--- src/design/aect_pkg.sv ---
/*
 * Constants, field layouts and state types for the alarm enable and
 * conversion trigger register block.
 * Assumes a host register port with one-cycle strobes and a single clock.
 */
// Operation
// - An alarm event whose source enable bit is 1 drives the alarm output pin active.
// - An alarm event whose source enable bit is 0 leaves the alarm output pin untouched.
// - Enable bits 10 down to 0 reset to 0 and are readable and writable.
// - Writing 1 to trigger bit 1 loads all DACs set for synchronous mode at once.
// - The DAC load trigger bit clears itself once the DAC data registers are updated.
// - Writing 1 to trigger bit 0 starts an ADC conversion.
// - The ADC conversion trigger bit clears itself as soon as the conversion begins.
// - An ADC trigger written while the converter is not ready is dropped.
// - Polarity bit 0 makes the alarm output active low, 1 makes it active high.
// - Source select 0 routes channel limits to internal ADC inputs, 1 to current sense.
package aect_pkg;
    localparam int          AECT_AW          = 8;
    localparam int          AECT_DW          = 16;
    localparam int          AECT_NSRC        = 11;
    localparam int          AECT_NDAC        = 8;
    localparam logic [7:0]  AECT_ADDR_ALMCFG = 8'h1b;
    localparam logic [7:0]  AECT_ADDR_TRIG   = 8'h1c;
    localparam logic [7:0]  AECT_ADDR_IRQST  = 8'h30;
    localparam logic [7:0]  AECT_ADDR_IRQMSK = 8'h31;
    localparam logic [7:0]  AECT_ADDR_STAT   = 8'h32;
    localparam logic [15:0] AECT_RST_ALMCFG  = 16'h0000;
    localparam logic [15:0] AECT_ALMCFG_MASK = 16'h67ff;
    localparam int          AECT_BIT_POL     = 14;
    localparam int          AECT_BIT_SEL     = 13;
    localparam int          AECT_BIT_DTRIG   = 1;
    localparam int          AECT_BIT_ATRIG   = 0;
    localparam int          AECT_IRQ_DLOAD   = 0;
    localparam int          AECT_IRQ_ASTART  = 1;
    localparam int          AECT_IRQ_ADROP   = 2;
    localparam int          AECT_IRQ_ALARM   = 3;
    localparam int          AECT_NIRQ        = 4;

    typedef enum logic [1:0] {
        AECT_TRIG_IDLE,
        AECT_TRIG_WAIT,
        AECT_TRIG_DONE
    } aect_trig_state_type;
endpackage

--- src/design/aect_trig_if.sv ---
/*
 * Interface carrying one trigger request and its completion between the
 * register top and the trigger sequencer.
 * Assumes both ends share the block clock.
 */
`timescale 1ns/1ps
interface aect_trig_if;
    logic req;
    logic ack;
    logic busy;
    logic fire;
    modport master (output req, input ack, input busy, input fire);
    modport slave  (input req, output ack, output busy, output fire);
endinterface

--- src/design/aect_top.sv ---
/*
 * Alarm enable configuration and conversion trigger registers with alarm
 * output and status interrupt.
 * Assumes a host port with one-cycle strobes, read data one cycle later,
 * and alarm condition levels synchronous to CLK.
 */
// Decided for this implementation: the address-and-strobe port.
`timescale 1ns/1ps
module aect_top
    import aect_pkg::*;
(
    input  wire logic                 CLK,
    input  wire logic                 RESETN,
    input  wire logic [AECT_AW-1:0]   ADDR,
    input  wire logic [AECT_DW-1:0]   WDATA,
    input  wire logic                 WR,
    input  wire logic                 RD,
    output logic      [AECT_DW-1:0]   RDATA,
    input  wire logic [AECT_NSRC-1:0] ALARM_COND,
    input  wire logic [AECT_NDAC-1:0] DAC_SYNC_MODE,
    input  wire logic                 DAC_LOAD_DONE,
    input  wire logic                 ADC_READY,
    input  wire logic                 ADC_STARTED,
    output logic      [AECT_NDAC-1:0] DAC_LOAD,
    output logic                      ADC_START,
    output logic                      CHAN_SRC_CURRENT,
    output logic                      ALARM_OUTPUT_PIN,
    output logic                      IRQ
);
    typedef struct packed {
        logic [AECT_DW-1:0]   almcfg;
        logic [AECT_DW-1:0]   rdata;
        logic [AECT_NIRQ-1:0] irq_st;
        logic [AECT_NIRQ-1:0] irq_msk;
        logic [AECT_NDAC-1:0] dac_load;
        logic                 adc_start;
        logic                 src_sel;
        logic                 pin;
        logic                 irq;
        logic                 alarm_d;
    } aect_top_type;

    aect_top_type r_r;
    aect_top_type r_nxt;

    aect_trig_if dac_if ();
    aect_trig_if adc_if ();

    logic dac_cmd;
    logic adc_cmd;
    logic adc_drop;
    logic wr_trig;
    logic alarm_any;

    function automatic logic hit(input logic [AECT_AW-1:0] a, input logic [AECT_AW-1:0] r);
        hit = (a == r);
    endfunction

    // Reserved trigger bits are ignored, the host keeps them zero
    assign wr_trig     = WR && hit(ADDR, AECT_ADDR_TRIG);
    assign dac_if.req  = wr_trig && WDATA[AECT_BIT_DTRIG];
    assign adc_if.req  = wr_trig && WDATA[AECT_BIT_ATRIG];
    assign alarm_any   = |(ALARM_COND & r_r.almcfg[AECT_NSRC-1:0]);

    aect_trig_seq #(.GATED(1'b0)) u_dac (
        .clk     (CLK),
        .resetn  (RESETN),
        .ready   (1'b1),
        .ack_in  (DAC_LOAD_DONE),
        .cmd     (dac_cmd),
        .dropped (),
        .tif     (dac_if.slave)
    );

    aect_trig_seq #(.GATED(1'b1)) u_adc (
        .clk     (CLK),
        .resetn  (RESETN),
        .ready   (ADC_READY),
        .ack_in  (ADC_STARTED),
        .cmd     (adc_cmd),
        .dropped (adc_drop),
        .tif     (adc_if.slave)
    );

    always_comb begin
        r_nxt           = r_r;
        r_nxt.rdata     = '0;
        r_nxt.alarm_d   = alarm_any;
        if (WR && hit(ADDR, AECT_ADDR_ALMCFG)) begin
            r_nxt.almcfg = WDATA & AECT_ALMCFG_MASK;
        end
        if (WR && hit(ADDR, AECT_ADDR_IRQMSK)) begin
            r_nxt.irq_msk = WDATA[AECT_NIRQ-1:0];
        end
        if (RD) begin
            case (ADDR)
                AECT_ADDR_ALMCFG: r_nxt.rdata = r_r.almcfg;
                AECT_ADDR_IRQST: begin
                    r_nxt.rdata  = {{(AECT_DW-AECT_NIRQ){1'b0}}, r_r.irq_st};
                    r_nxt.irq_st = '0;
                end
                AECT_ADDR_IRQMSK: r_nxt.rdata = {{(AECT_DW-AECT_NIRQ){1'b0}}, r_r.irq_msk};
                AECT_ADDR_STAT: r_nxt.rdata = {{(AECT_DW-3){1'b0}}, alarm_any,
                                               adc_if.busy, dac_if.busy};
                default: r_nxt.rdata = '0;
            endcase
        end
        // Set after the read clear so a same-cycle event is kept
        if (dac_if.ack) r_nxt.irq_st[AECT_IRQ_DLOAD] = 1'b1;
        if (adc_if.ack) r_nxt.irq_st[AECT_IRQ_ASTART] = 1'b1;
        if (adc_drop) r_nxt.irq_st[AECT_IRQ_ADROP] = 1'b1;
        if (alarm_any && !r_r.alarm_d) r_nxt.irq_st[AECT_IRQ_ALARM] = 1'b1;
        r_nxt.dac_load  = dac_cmd ? DAC_SYNC_MODE : '0;
        r_nxt.adc_start = adc_cmd;
        r_nxt.src_sel   = r_r.almcfg[AECT_BIT_SEL];
        // Polarity 0 means active low pin
        r_nxt.pin       = alarm_any ~^ r_r.almcfg[AECT_BIT_POL];
        r_nxt.irq       = |(r_nxt.irq_st & r_nxt.irq_msk);
    end

    always_ff @(posedge CLK) begin
        if (!RESETN) begin
            r_r          <= '0;
            r_r.almcfg   <= AECT_RST_ALMCFG;
            r_r.pin      <= 1'b1;
        end else begin
            r_r <= r_nxt;
        end
    end

    assign RDATA            = r_r.rdata;
    assign DAC_LOAD         = r_r.dac_load;
    assign ADC_START        = r_r.adc_start;
    assign CHAN_SRC_CURRENT = r_r.src_sel;
    assign ALARM_OUTPUT_PIN = r_r.pin;
    assign IRQ              = r_r.irq;

    AST_ENABLED_ALARM: assert property (@(posedge CLK) disable iff (!RESETN)
        ((ALARM_COND & r_r.almcfg[AECT_NSRC-1:0]) != '0) |=>
            ALARM_OUTPUT_PIN == $past(r_r.almcfg[AECT_BIT_POL]))
        else $error("enabled alarm did not reach pin");
    AST_MASKED_ALARM: assert property (@(posedge CLK) disable iff (!RESETN)
        ((ALARM_COND & r_r.almcfg[AECT_NSRC-1:0]) == '0) |=>
            ALARM_OUTPUT_PIN != $past(r_r.almcfg[AECT_BIT_POL]))
        else $error("disabled alarm reached pin");
    AST_CFG_READBACK: assert property (@(posedge CLK) disable iff (!RESETN)
        (WR && ADDR == AECT_ADDR_ALMCFG) ##1 (RD && ADDR == AECT_ADDR_ALMCFG && !WR) |=>
            RDATA[AECT_NSRC-1:0] == $past(WDATA[AECT_NSRC-1:0], 2))
        else $error("enable bits did not read back");
    AST_DAC_LOAD: assert property (@(posedge CLK) disable iff (!RESETN)
        (dac_if.req && !dac_if.busy) |=> ##1 DAC_LOAD == $past(DAC_SYNC_MODE))
        else $error("sync DACs not loaded");
    AST_DAC_CLEAR: assert property (@(posedge CLK) disable iff (!RESETN)
        (dac_cmd && DAC_LOAD_DONE) |=> ##1 DAC_LOAD == '0)
        else $error("DAC trigger did not self clear");
    AST_ADC_START: assert property (@(posedge CLK) disable iff (!RESETN)
        (adc_if.req && ADC_READY && !adc_if.busy) |=> ##1 ADC_START)
        else $error("ADC start missing");
    AST_ADC_CLEAR: assert property (@(posedge CLK) disable iff (!RESETN)
        (adc_cmd && ADC_STARTED) |=> ##1 !ADC_START)
        else $error("ADC trigger did not self clear");
    AST_ADC_DROP: assert property (@(posedge CLK) disable iff (!RESETN)
        (adc_if.req && !ADC_READY && !adc_if.busy) |=> ##1 !ADC_START)
        else $error("ADC started while not ready");
    AST_SRC_SEL: assert property (@(posedge CLK) disable iff (!RESETN)
        1'b1 |=> CHAN_SRC_CURRENT == $past(r_r.almcfg[AECT_BIT_SEL]))
        else $error("source select mismatch");

    COV_DAC: cover property (@(posedge CLK) dac_if.req ##[1:20] dac_if.ack);
    COV_ADC: cover property (@(posedge CLK) adc_if.req ##[1:20] adc_if.ack);
    COV_DROP: cover property (@(posedge CLK) adc_drop);
    COV_PIN_HIGH: cover property (@(posedge CLK) alarm_any && r_r.almcfg[AECT_BIT_POL]);
endmodule // aect_top

--- src/design/aect_trig_seq.sv ---
/*
 * Trigger sequencer: turns a one-cycle request into a command pulse held
 * until the datapath acknowledges, optionally gated by a ready level.
 * Assumes ack is a level or pulse synchronous to CLK.
 */
`timescale 1ns/1ps
module aect_trig_seq
    import aect_pkg::*;
#(
    parameter bit GATED = 1'b0
) (
    input  wire logic  clk,
    input  wire logic  resetn,
    input  wire logic  ready,
    input  wire logic  ack_in,
    output logic       cmd,
    output logic       dropped,
    aect_trig_if.slave tif
);
    typedef struct packed {
        aect_trig_state_type st;
        logic                cmd;
        logic                drop;
        logic                done;
    } aect_seq_type;

    aect_seq_type s_r;
    aect_seq_type s_nxt;

    always_comb begin
        s_nxt      = s_r;
        s_nxt.drop = 1'b0;
        s_nxt.done = 1'b0;
        case (s_r.st)
            AECT_TRIG_IDLE: begin
                if (tif.req) begin
                    if (GATED && !ready) begin
                        s_nxt.drop = 1'b1;
                    end else begin
                        s_nxt.st  = AECT_TRIG_WAIT;
                        s_nxt.cmd = 1'b1;
                    end
                end
            end
            AECT_TRIG_WAIT: begin
                if (ack_in) begin
                    s_nxt.st   = AECT_TRIG_DONE;
                    s_nxt.cmd  = 1'b0;
                    s_nxt.done = 1'b1;
                end
            end
            AECT_TRIG_DONE: s_nxt.st = AECT_TRIG_IDLE;
            default:        s_nxt = '0;
        endcase
    end

    always_ff @(posedge clk) begin
        if (!resetn) begin
            s_r <= '0;
        end else begin
            s_r <= s_nxt;
        end
    end

    assign cmd      = s_r.cmd;
    assign dropped  = s_r.drop;
    assign tif.ack  = s_r.done;
    assign tif.busy = (s_r.st != AECT_TRIG_IDLE);
    assign tif.fire = s_r.cmd;

    AST_DROP_NO_CMD: assert property (@(posedge clk) disable iff (!resetn)
        (GATED && tif.req && !ready && s_r.st == AECT_TRIG_IDLE) |=> dropped && !cmd)
        else $error("request while not ready was not dropped");
    AST_CMD_UNTIL_ACK: assert property (@(posedge clk) disable iff (!resetn)
        (cmd && !ack_in) |=> cmd)
        else $error("command fell before acknowledge");
endmodule // aect_trig_seq

--- config.mk ---
export PLATFORM = sky130hd
export DESIGN_NAME = aect_top
export DESIGN_NICKNAME = d
export VERILOG_FILES = /design/src/design/aect_pkg.sv /design/src/design/aect_trig_if.sv /design/src/design/aect_top.sv /design/src/design/aect_trig_seq.sv
export SDC_FILE = /design/constraint.sdc
export NUM_CORES = 1
export LEC_CHECK = 0
export BUFFER_PORTS_ARGS = -buffer_cell sky130_fd_sc_hd__buf_2
export CORE_MARGIN = 1
export CORE_UTILIZATION = 44
export CTS_CLUSTER_DIAMETER = 200
export DETAILED_ROUTE_END_ITERATION = 8
export PLACE_DENSITY = 0.75
export SYNTH_ARGS = -nofsm -noshare
export SYNTH_HDL_FRONTEND = slang
export SYNTH_SLANG_ARGS = --single-unit
--- constraint.sdc ---
create_clock -name CLK -period 1.7 [get_ports CLK]
set_input_delay 0.425 -clock CLK [delete_from_list [all_inputs] [get_ports CLK]]
set_output_delay 0.425 -clock CLK [all_outputs]
set_load 0.05 [all_outputs]
# == Word-level counts from Yosys, hierarchy flattened ==
# Index checks and enable logic that the tools add are counted.
# totals
wordCells,78
in_bits,50
ff_bits,58
output_inout_bits,28
# op_classes
eq_ne,14
n_mux,20
n_bitwise,5
n_reduce_logical,22
# ops
operator,count
$pmux W15 S4,1
$eq A8 B6 Y1 const B,3
$eq A8 B5 Y1 const B,2
$mux W4,4
$mux W3,4
$and A11 B11 Y11,1
$reduce_or A11 Y1,1
$ne A2 B2 Y1 const B,5
$reduce_and A2 Y1,5
$reduce_and A3 Y1,3
$pmux W2 S2,2
$mux W1,7
$logic_and A1 B1 Y1,6
$pmux W1 S3,2
$and A4 B4 Y4,1
$eq A2 B1 Y1 const B,2
$eq A2 B2 Y1 const B,2
$logic_not A2 Y1,2
$reduce_and A4 Y1,1
$reduce_bool A2 Y1,2
$reduce_or A4 Y1,1
$not A1 Y1,2
$logic_not A1 Y1,1
$xnor A1 B1 Y1,1

# == Longest topological paths before layout ==
# logic_depth
word_depth,6
ltp_mapped,8
depth_no_buf,5

# == Cells and area by module ==
# A second synthesis with hierarchy kept.
# unflattened
hier_cells,245
area_unflattened_um2,2357.3
# by_module_without_submodules
module,seq_area_each_um2,cells_per_inst,area_each_um2,instances
aect_top,940.9,208,1974.4,1
aect_trig_seq (u_adc),100.1,19,214.0,1
aect_trig_seq (u_dac),80.1,18,168.9,1

# == Least setup slack after synthesis ==
# Ideal clock, no wire load.
# synth_path
path_kind,input-to-reg
start,in ADDR[7]
end,reg r_r (netlist bit r_nxt[3])
setup_time_ns,0.132
arrival_ns,1.639
t_required_ns,1.568
n_path_buf,2
stages,7
path_slack_ns,-0.071
cell_sequence,or3b_4 -> nor4_2 -> buf_4 -> nand2_1 -> buf_2 -> nand2_1 -> a21oi_1
# synth_between
elab_chain_cells,2
# synth_rtl
item,line,source
"start, declared",aect_top.sv:14,"input wire logic [AECT_AW-1:0] ADDR,"
$eq A8 B5 Y1,aect_top.sv:56,hit = (a == r);
$logic_and A1 B1 Y1,aect_top.sv:89,"if (WR && hit(ADDR, AECT_ADDR_ALMCFG)) begin"
"end signal, assigned",aect_top.sv:127,r_r <= r_nxt;
"end, declared",aect_top.sv:43,aect_top_type r_r;
# Every way passes these cells.
# A chain may end at the register's enable or synchronous reset.

# == Worst setup path in the final report ==
# layout_path
start,in ADDR[7]
end,reg u_dac.s_r[3] in the netlist's numbering
# layout_between
elab_chain_cells,5
# layout_rtl
item,line,source
$eq A8 B5 Y1,aect_top.sv:56,
$logic_and A1 B1 Y1,aect_top.sv:60,"assign wr_trig = WR && hit(ADDR, AECT_ADDR_TRIG);"
$logic_and A1 B1 Y1,aect_top.sv:61,assign dac_if.req = wr_trig && WDATA[AECT_BIT_DTRIG];
$ne A2 B2 Y1 (no source line),--,
$reduce_and A2 Y1 (no source line),--,
"end signal, assigned",aect_trig_seq.sv:61,s_r <= s_nxt;
"end, declared",aect_trig_seq.sv:27,aect_seq_type s_r;
# Every way passes these cells.

==> metrics.cfg <==
[status]
status = complete, no violations

[min_path]
min_from = ADC_READY
holdPathEnd = u_adc.dropped$_SDFF_PN0_
hold-path-cell-count = 2
hold_class = in -> reg

[worst_setup_path]
crit_path_end_kind = register
crit_fanout = 3
arrival_ps = 1850
cp-start-kind = input pin
r2r-end = IRQ$_SDFF_PN0_
r2r_slack_ps = 130
r2r_start = r_r[41]$_SDFFE_PN0P_
worstRegToRegCells = 5
worst-setup-path-type = in -> reg
crit_required_ps = 1930

[global_route]
grt_usage_pct = 19.13
grt_pass1_vias = 1749
antenna_found_initial = 0
grt_max_degree = 20
globalRouteOverflowTotal = 0
grt_pass1_wl_um = 7831

[layout]
fin_cells = 376
nets = 359
drive_above_1_share_pct = 35.28
final_common_cell = buf_2
diodes = 0
syn2layout_area_growth_pct = 22.62
final_cell_mix = buf_2 (71), dfxtp_1 (56), a21oi_1 (24)
fillers = 449

[placed_design]
io_buffers = 71
pre_cts_ws_ps = -272.2
placedCellCount = 369
place_hpwl_um = 3773
place_congestion = 0.8228

[clocking]
h-tree-depth = 2
cts_buffers = 5
clock-sinks = 56
clkLatencyLatePin_ps = 300
cts_hold_buffers = 0
ctsResizeCount = 0
cts_buffer_depth = 2
cts_tree = done
root_buffer = clkbuf_8
cts.clk_slew.worst_paths_ps = 90
postCtsSetupBuffers = 0

[pwr]
leakage_uw = 0.001233
p_per_area_mw_per_mm2 = 786.1
peakVddDrop_mv = 0.3331

[logic_synthesis]
postSynthCellCount = 239
yosys.cell_types.count = 42
yosys_register_bits = 56
yosys_warnings = 0
yosysSeqAreaShare_pct = 50.42
syn_avg_cell_area_um2 = 9.303
syn_area_mm2 = 0.002223

[timing]
worst_slack_ps = 82.53
rsz0062_at_grt = false
skew_ps = 4.091
setup_viol = 0
max_freq_mhz = 618.3
final.period_utilization_pct = 95.15
fin_crit_ps = 1617
whs_ps = 297.2
drv_slew = 0
hold_viol = 0
timing.setup.tns_ps = 0

[die]
dieArea_mm2 = 0.005341
rows = 25
io_pins = 78
initial_core_util_pct = 46.46
die_h_um = 73.09
die_x_um = 73.09
core_mm2 = 0.004786

[drt]
vias = 1849
drcViolationCount = 0
first_pass_iters = 4
wl_um = 4815
vias_per_cell = 4.918
drt_iter0_drc = 81
final_antenna_net_count = 0
wl_per_cell_um = 12.81

[run]
maxCapViolations = 0

## where the power goes
part | switching, µW | total, µW | internal (µW) | leakage, µW
clock | 390 | 672 | 281 | 0.0000410
combinational | 88.9 | 159 | 70.2 | 0.000742
sequential | 0.784 | 1310 | 1310 | 0.000451
## cell usage after synthesis, drive strengths merged
library cell / instances / area, µm²
dfxtp: 56 / 1121
buf: 28 / 205.2
a21oi: 24 / 120.1
nand2: 19 / 71.32
nor2: 19 / 71.32
nand3: 13 / 65.06
and2: 11 / 68.82
and3: 11 / 68.82
nand2b: 6 / 37.54
clkbuf: 5 / 18.77
nor3: 5 / 30.03
mux2i: 4 / 40.04
a2bb2oi: 3 / 26.28
nand4: 3 / 18.77
a211oi: 2 / 15.01
a221oi: 2 / 17.52
a22o: 2 / 17.52
a22oi: 2 / 15.01
inv: 2 / 7.510
nor3b: 2 / 15.01
or3b: 2 / 20.02
a2111o: 1 / 11.26
a21o: 1 / 7.510
a222oi: 1 / 10.01
clkinv: 1 / 3.750
conb: 1 / 3.750
mux2: 1 / 11.26
nand3b: 1 / 7.510
nand4b: 1 / 8.760
nand4bb: 1 / 11.26
nor2b: 1 / 6.260
nor4: 1 / 12.51
o211ai: 1 / 7.510
o21bai: 1 / 7.510
o221ai: 1 / 8.760
o22a: 1 / 8.760
or3: 1 / 6.260
or4: 1 / 11.26
xnor2: 1 / 8.760
## registers in the layout, summed over array words and instances, names as in the netlist
signal            cells
u_adc.tif.ack         1
u_dac.cmd             1
u_dac.s_r             2
DAC_LOAD              8
u_adc.dropped         1
ADC_START             1
u_adc.cmd             1
IRQ                   1
RDATA                13
CHAN_SRC_CURRENT      1
r_nxt                 1
u_dac.tif.ack         1
ALARM_OUTPUT_PIN      1
r_r                  21
u_adc.s_r             2
## cell families after synthesis
family | count (synthesis) | share of synthesized area [%]
and+or+nand+nor | 98 | 23.86
muxes | 5 | 2.307
other | 1 | 0.1687
AOI/OAI and AO/OA | 42 | 12.27
xor gates and xnor gates | 1 | 0.3940
buffers and inverters | 36 | 10.58
DFF | 56 | 50.42
## cell type report
class                      instances  area, µm²  area share [%]
sequential                        56       1121           41.12
multi-input combinational        149      900.9           33.04
timing repair buffer              94      531.8           19.50
tap                               67      83.83           3.075
clock buffer                       6      72.57           2.662
inverter                           3      11.26          0.4130
clock inverter                     1      5.005          0.1836
## routing by layer
| metal | global-route usage (%) | part of all wire, % |
|---|---|---|
| met3 | 3.591 | 4.7 |
| met2 | 30.97 | 48 |
| met4 | 6.972 | 1.5 |
| met1 | 25.37 | 46 |
| met5 | 0 | 0 |
## how the worst max path moves through the flow
| stage | from | endpoint | depth (start not counted) |
|---|---|---|---|
| 2_1_floorplan | ADDR[7] | u_dac.s_r[3]$_SDFFE_PN0P_ | 4 |
| 3_3_place_gp | ADDR[7] | r_r[38]$_SDFFE_PN0P_ | 7 |
| 3_5_place_dp | ADDR[7] | r_r[37]$_SDFFE_PN0P_ | 7 |
| 4_1_cts | ADDR[7] | r_r[37]$_SDFFE_PN0P_ | 7 |
| 5_1_grt | r_r[41]$_SDFFE_PN0P_ | IRQ$_SDFF_PN0_ | 5 |
| 6_report | ADDR[7] | u_dac.s_r[3]$_SDFFE_PN0P_ | 5 |
## worst max-delay path: stages
cell and delay [ps]:
buf_2 110, or3b_4 420, or4_4 530, mux2_2 280, nor3_2 90
## through the flow
stage | area, µm² | utilization [%] | power [µW]
after detailed placement | 2645 | 55.27 | 1501
after CTS | 2723 | 56.89 | 2160
after floorplan | 2255 | - | 1405
final | 2726 | 56.97 | 2143
after global placement | 2645 | 55.27 | 1498
after global routing | 2726 | 56.97 | 2227
No activity file was read; power rests on OpenSTA's default activity.
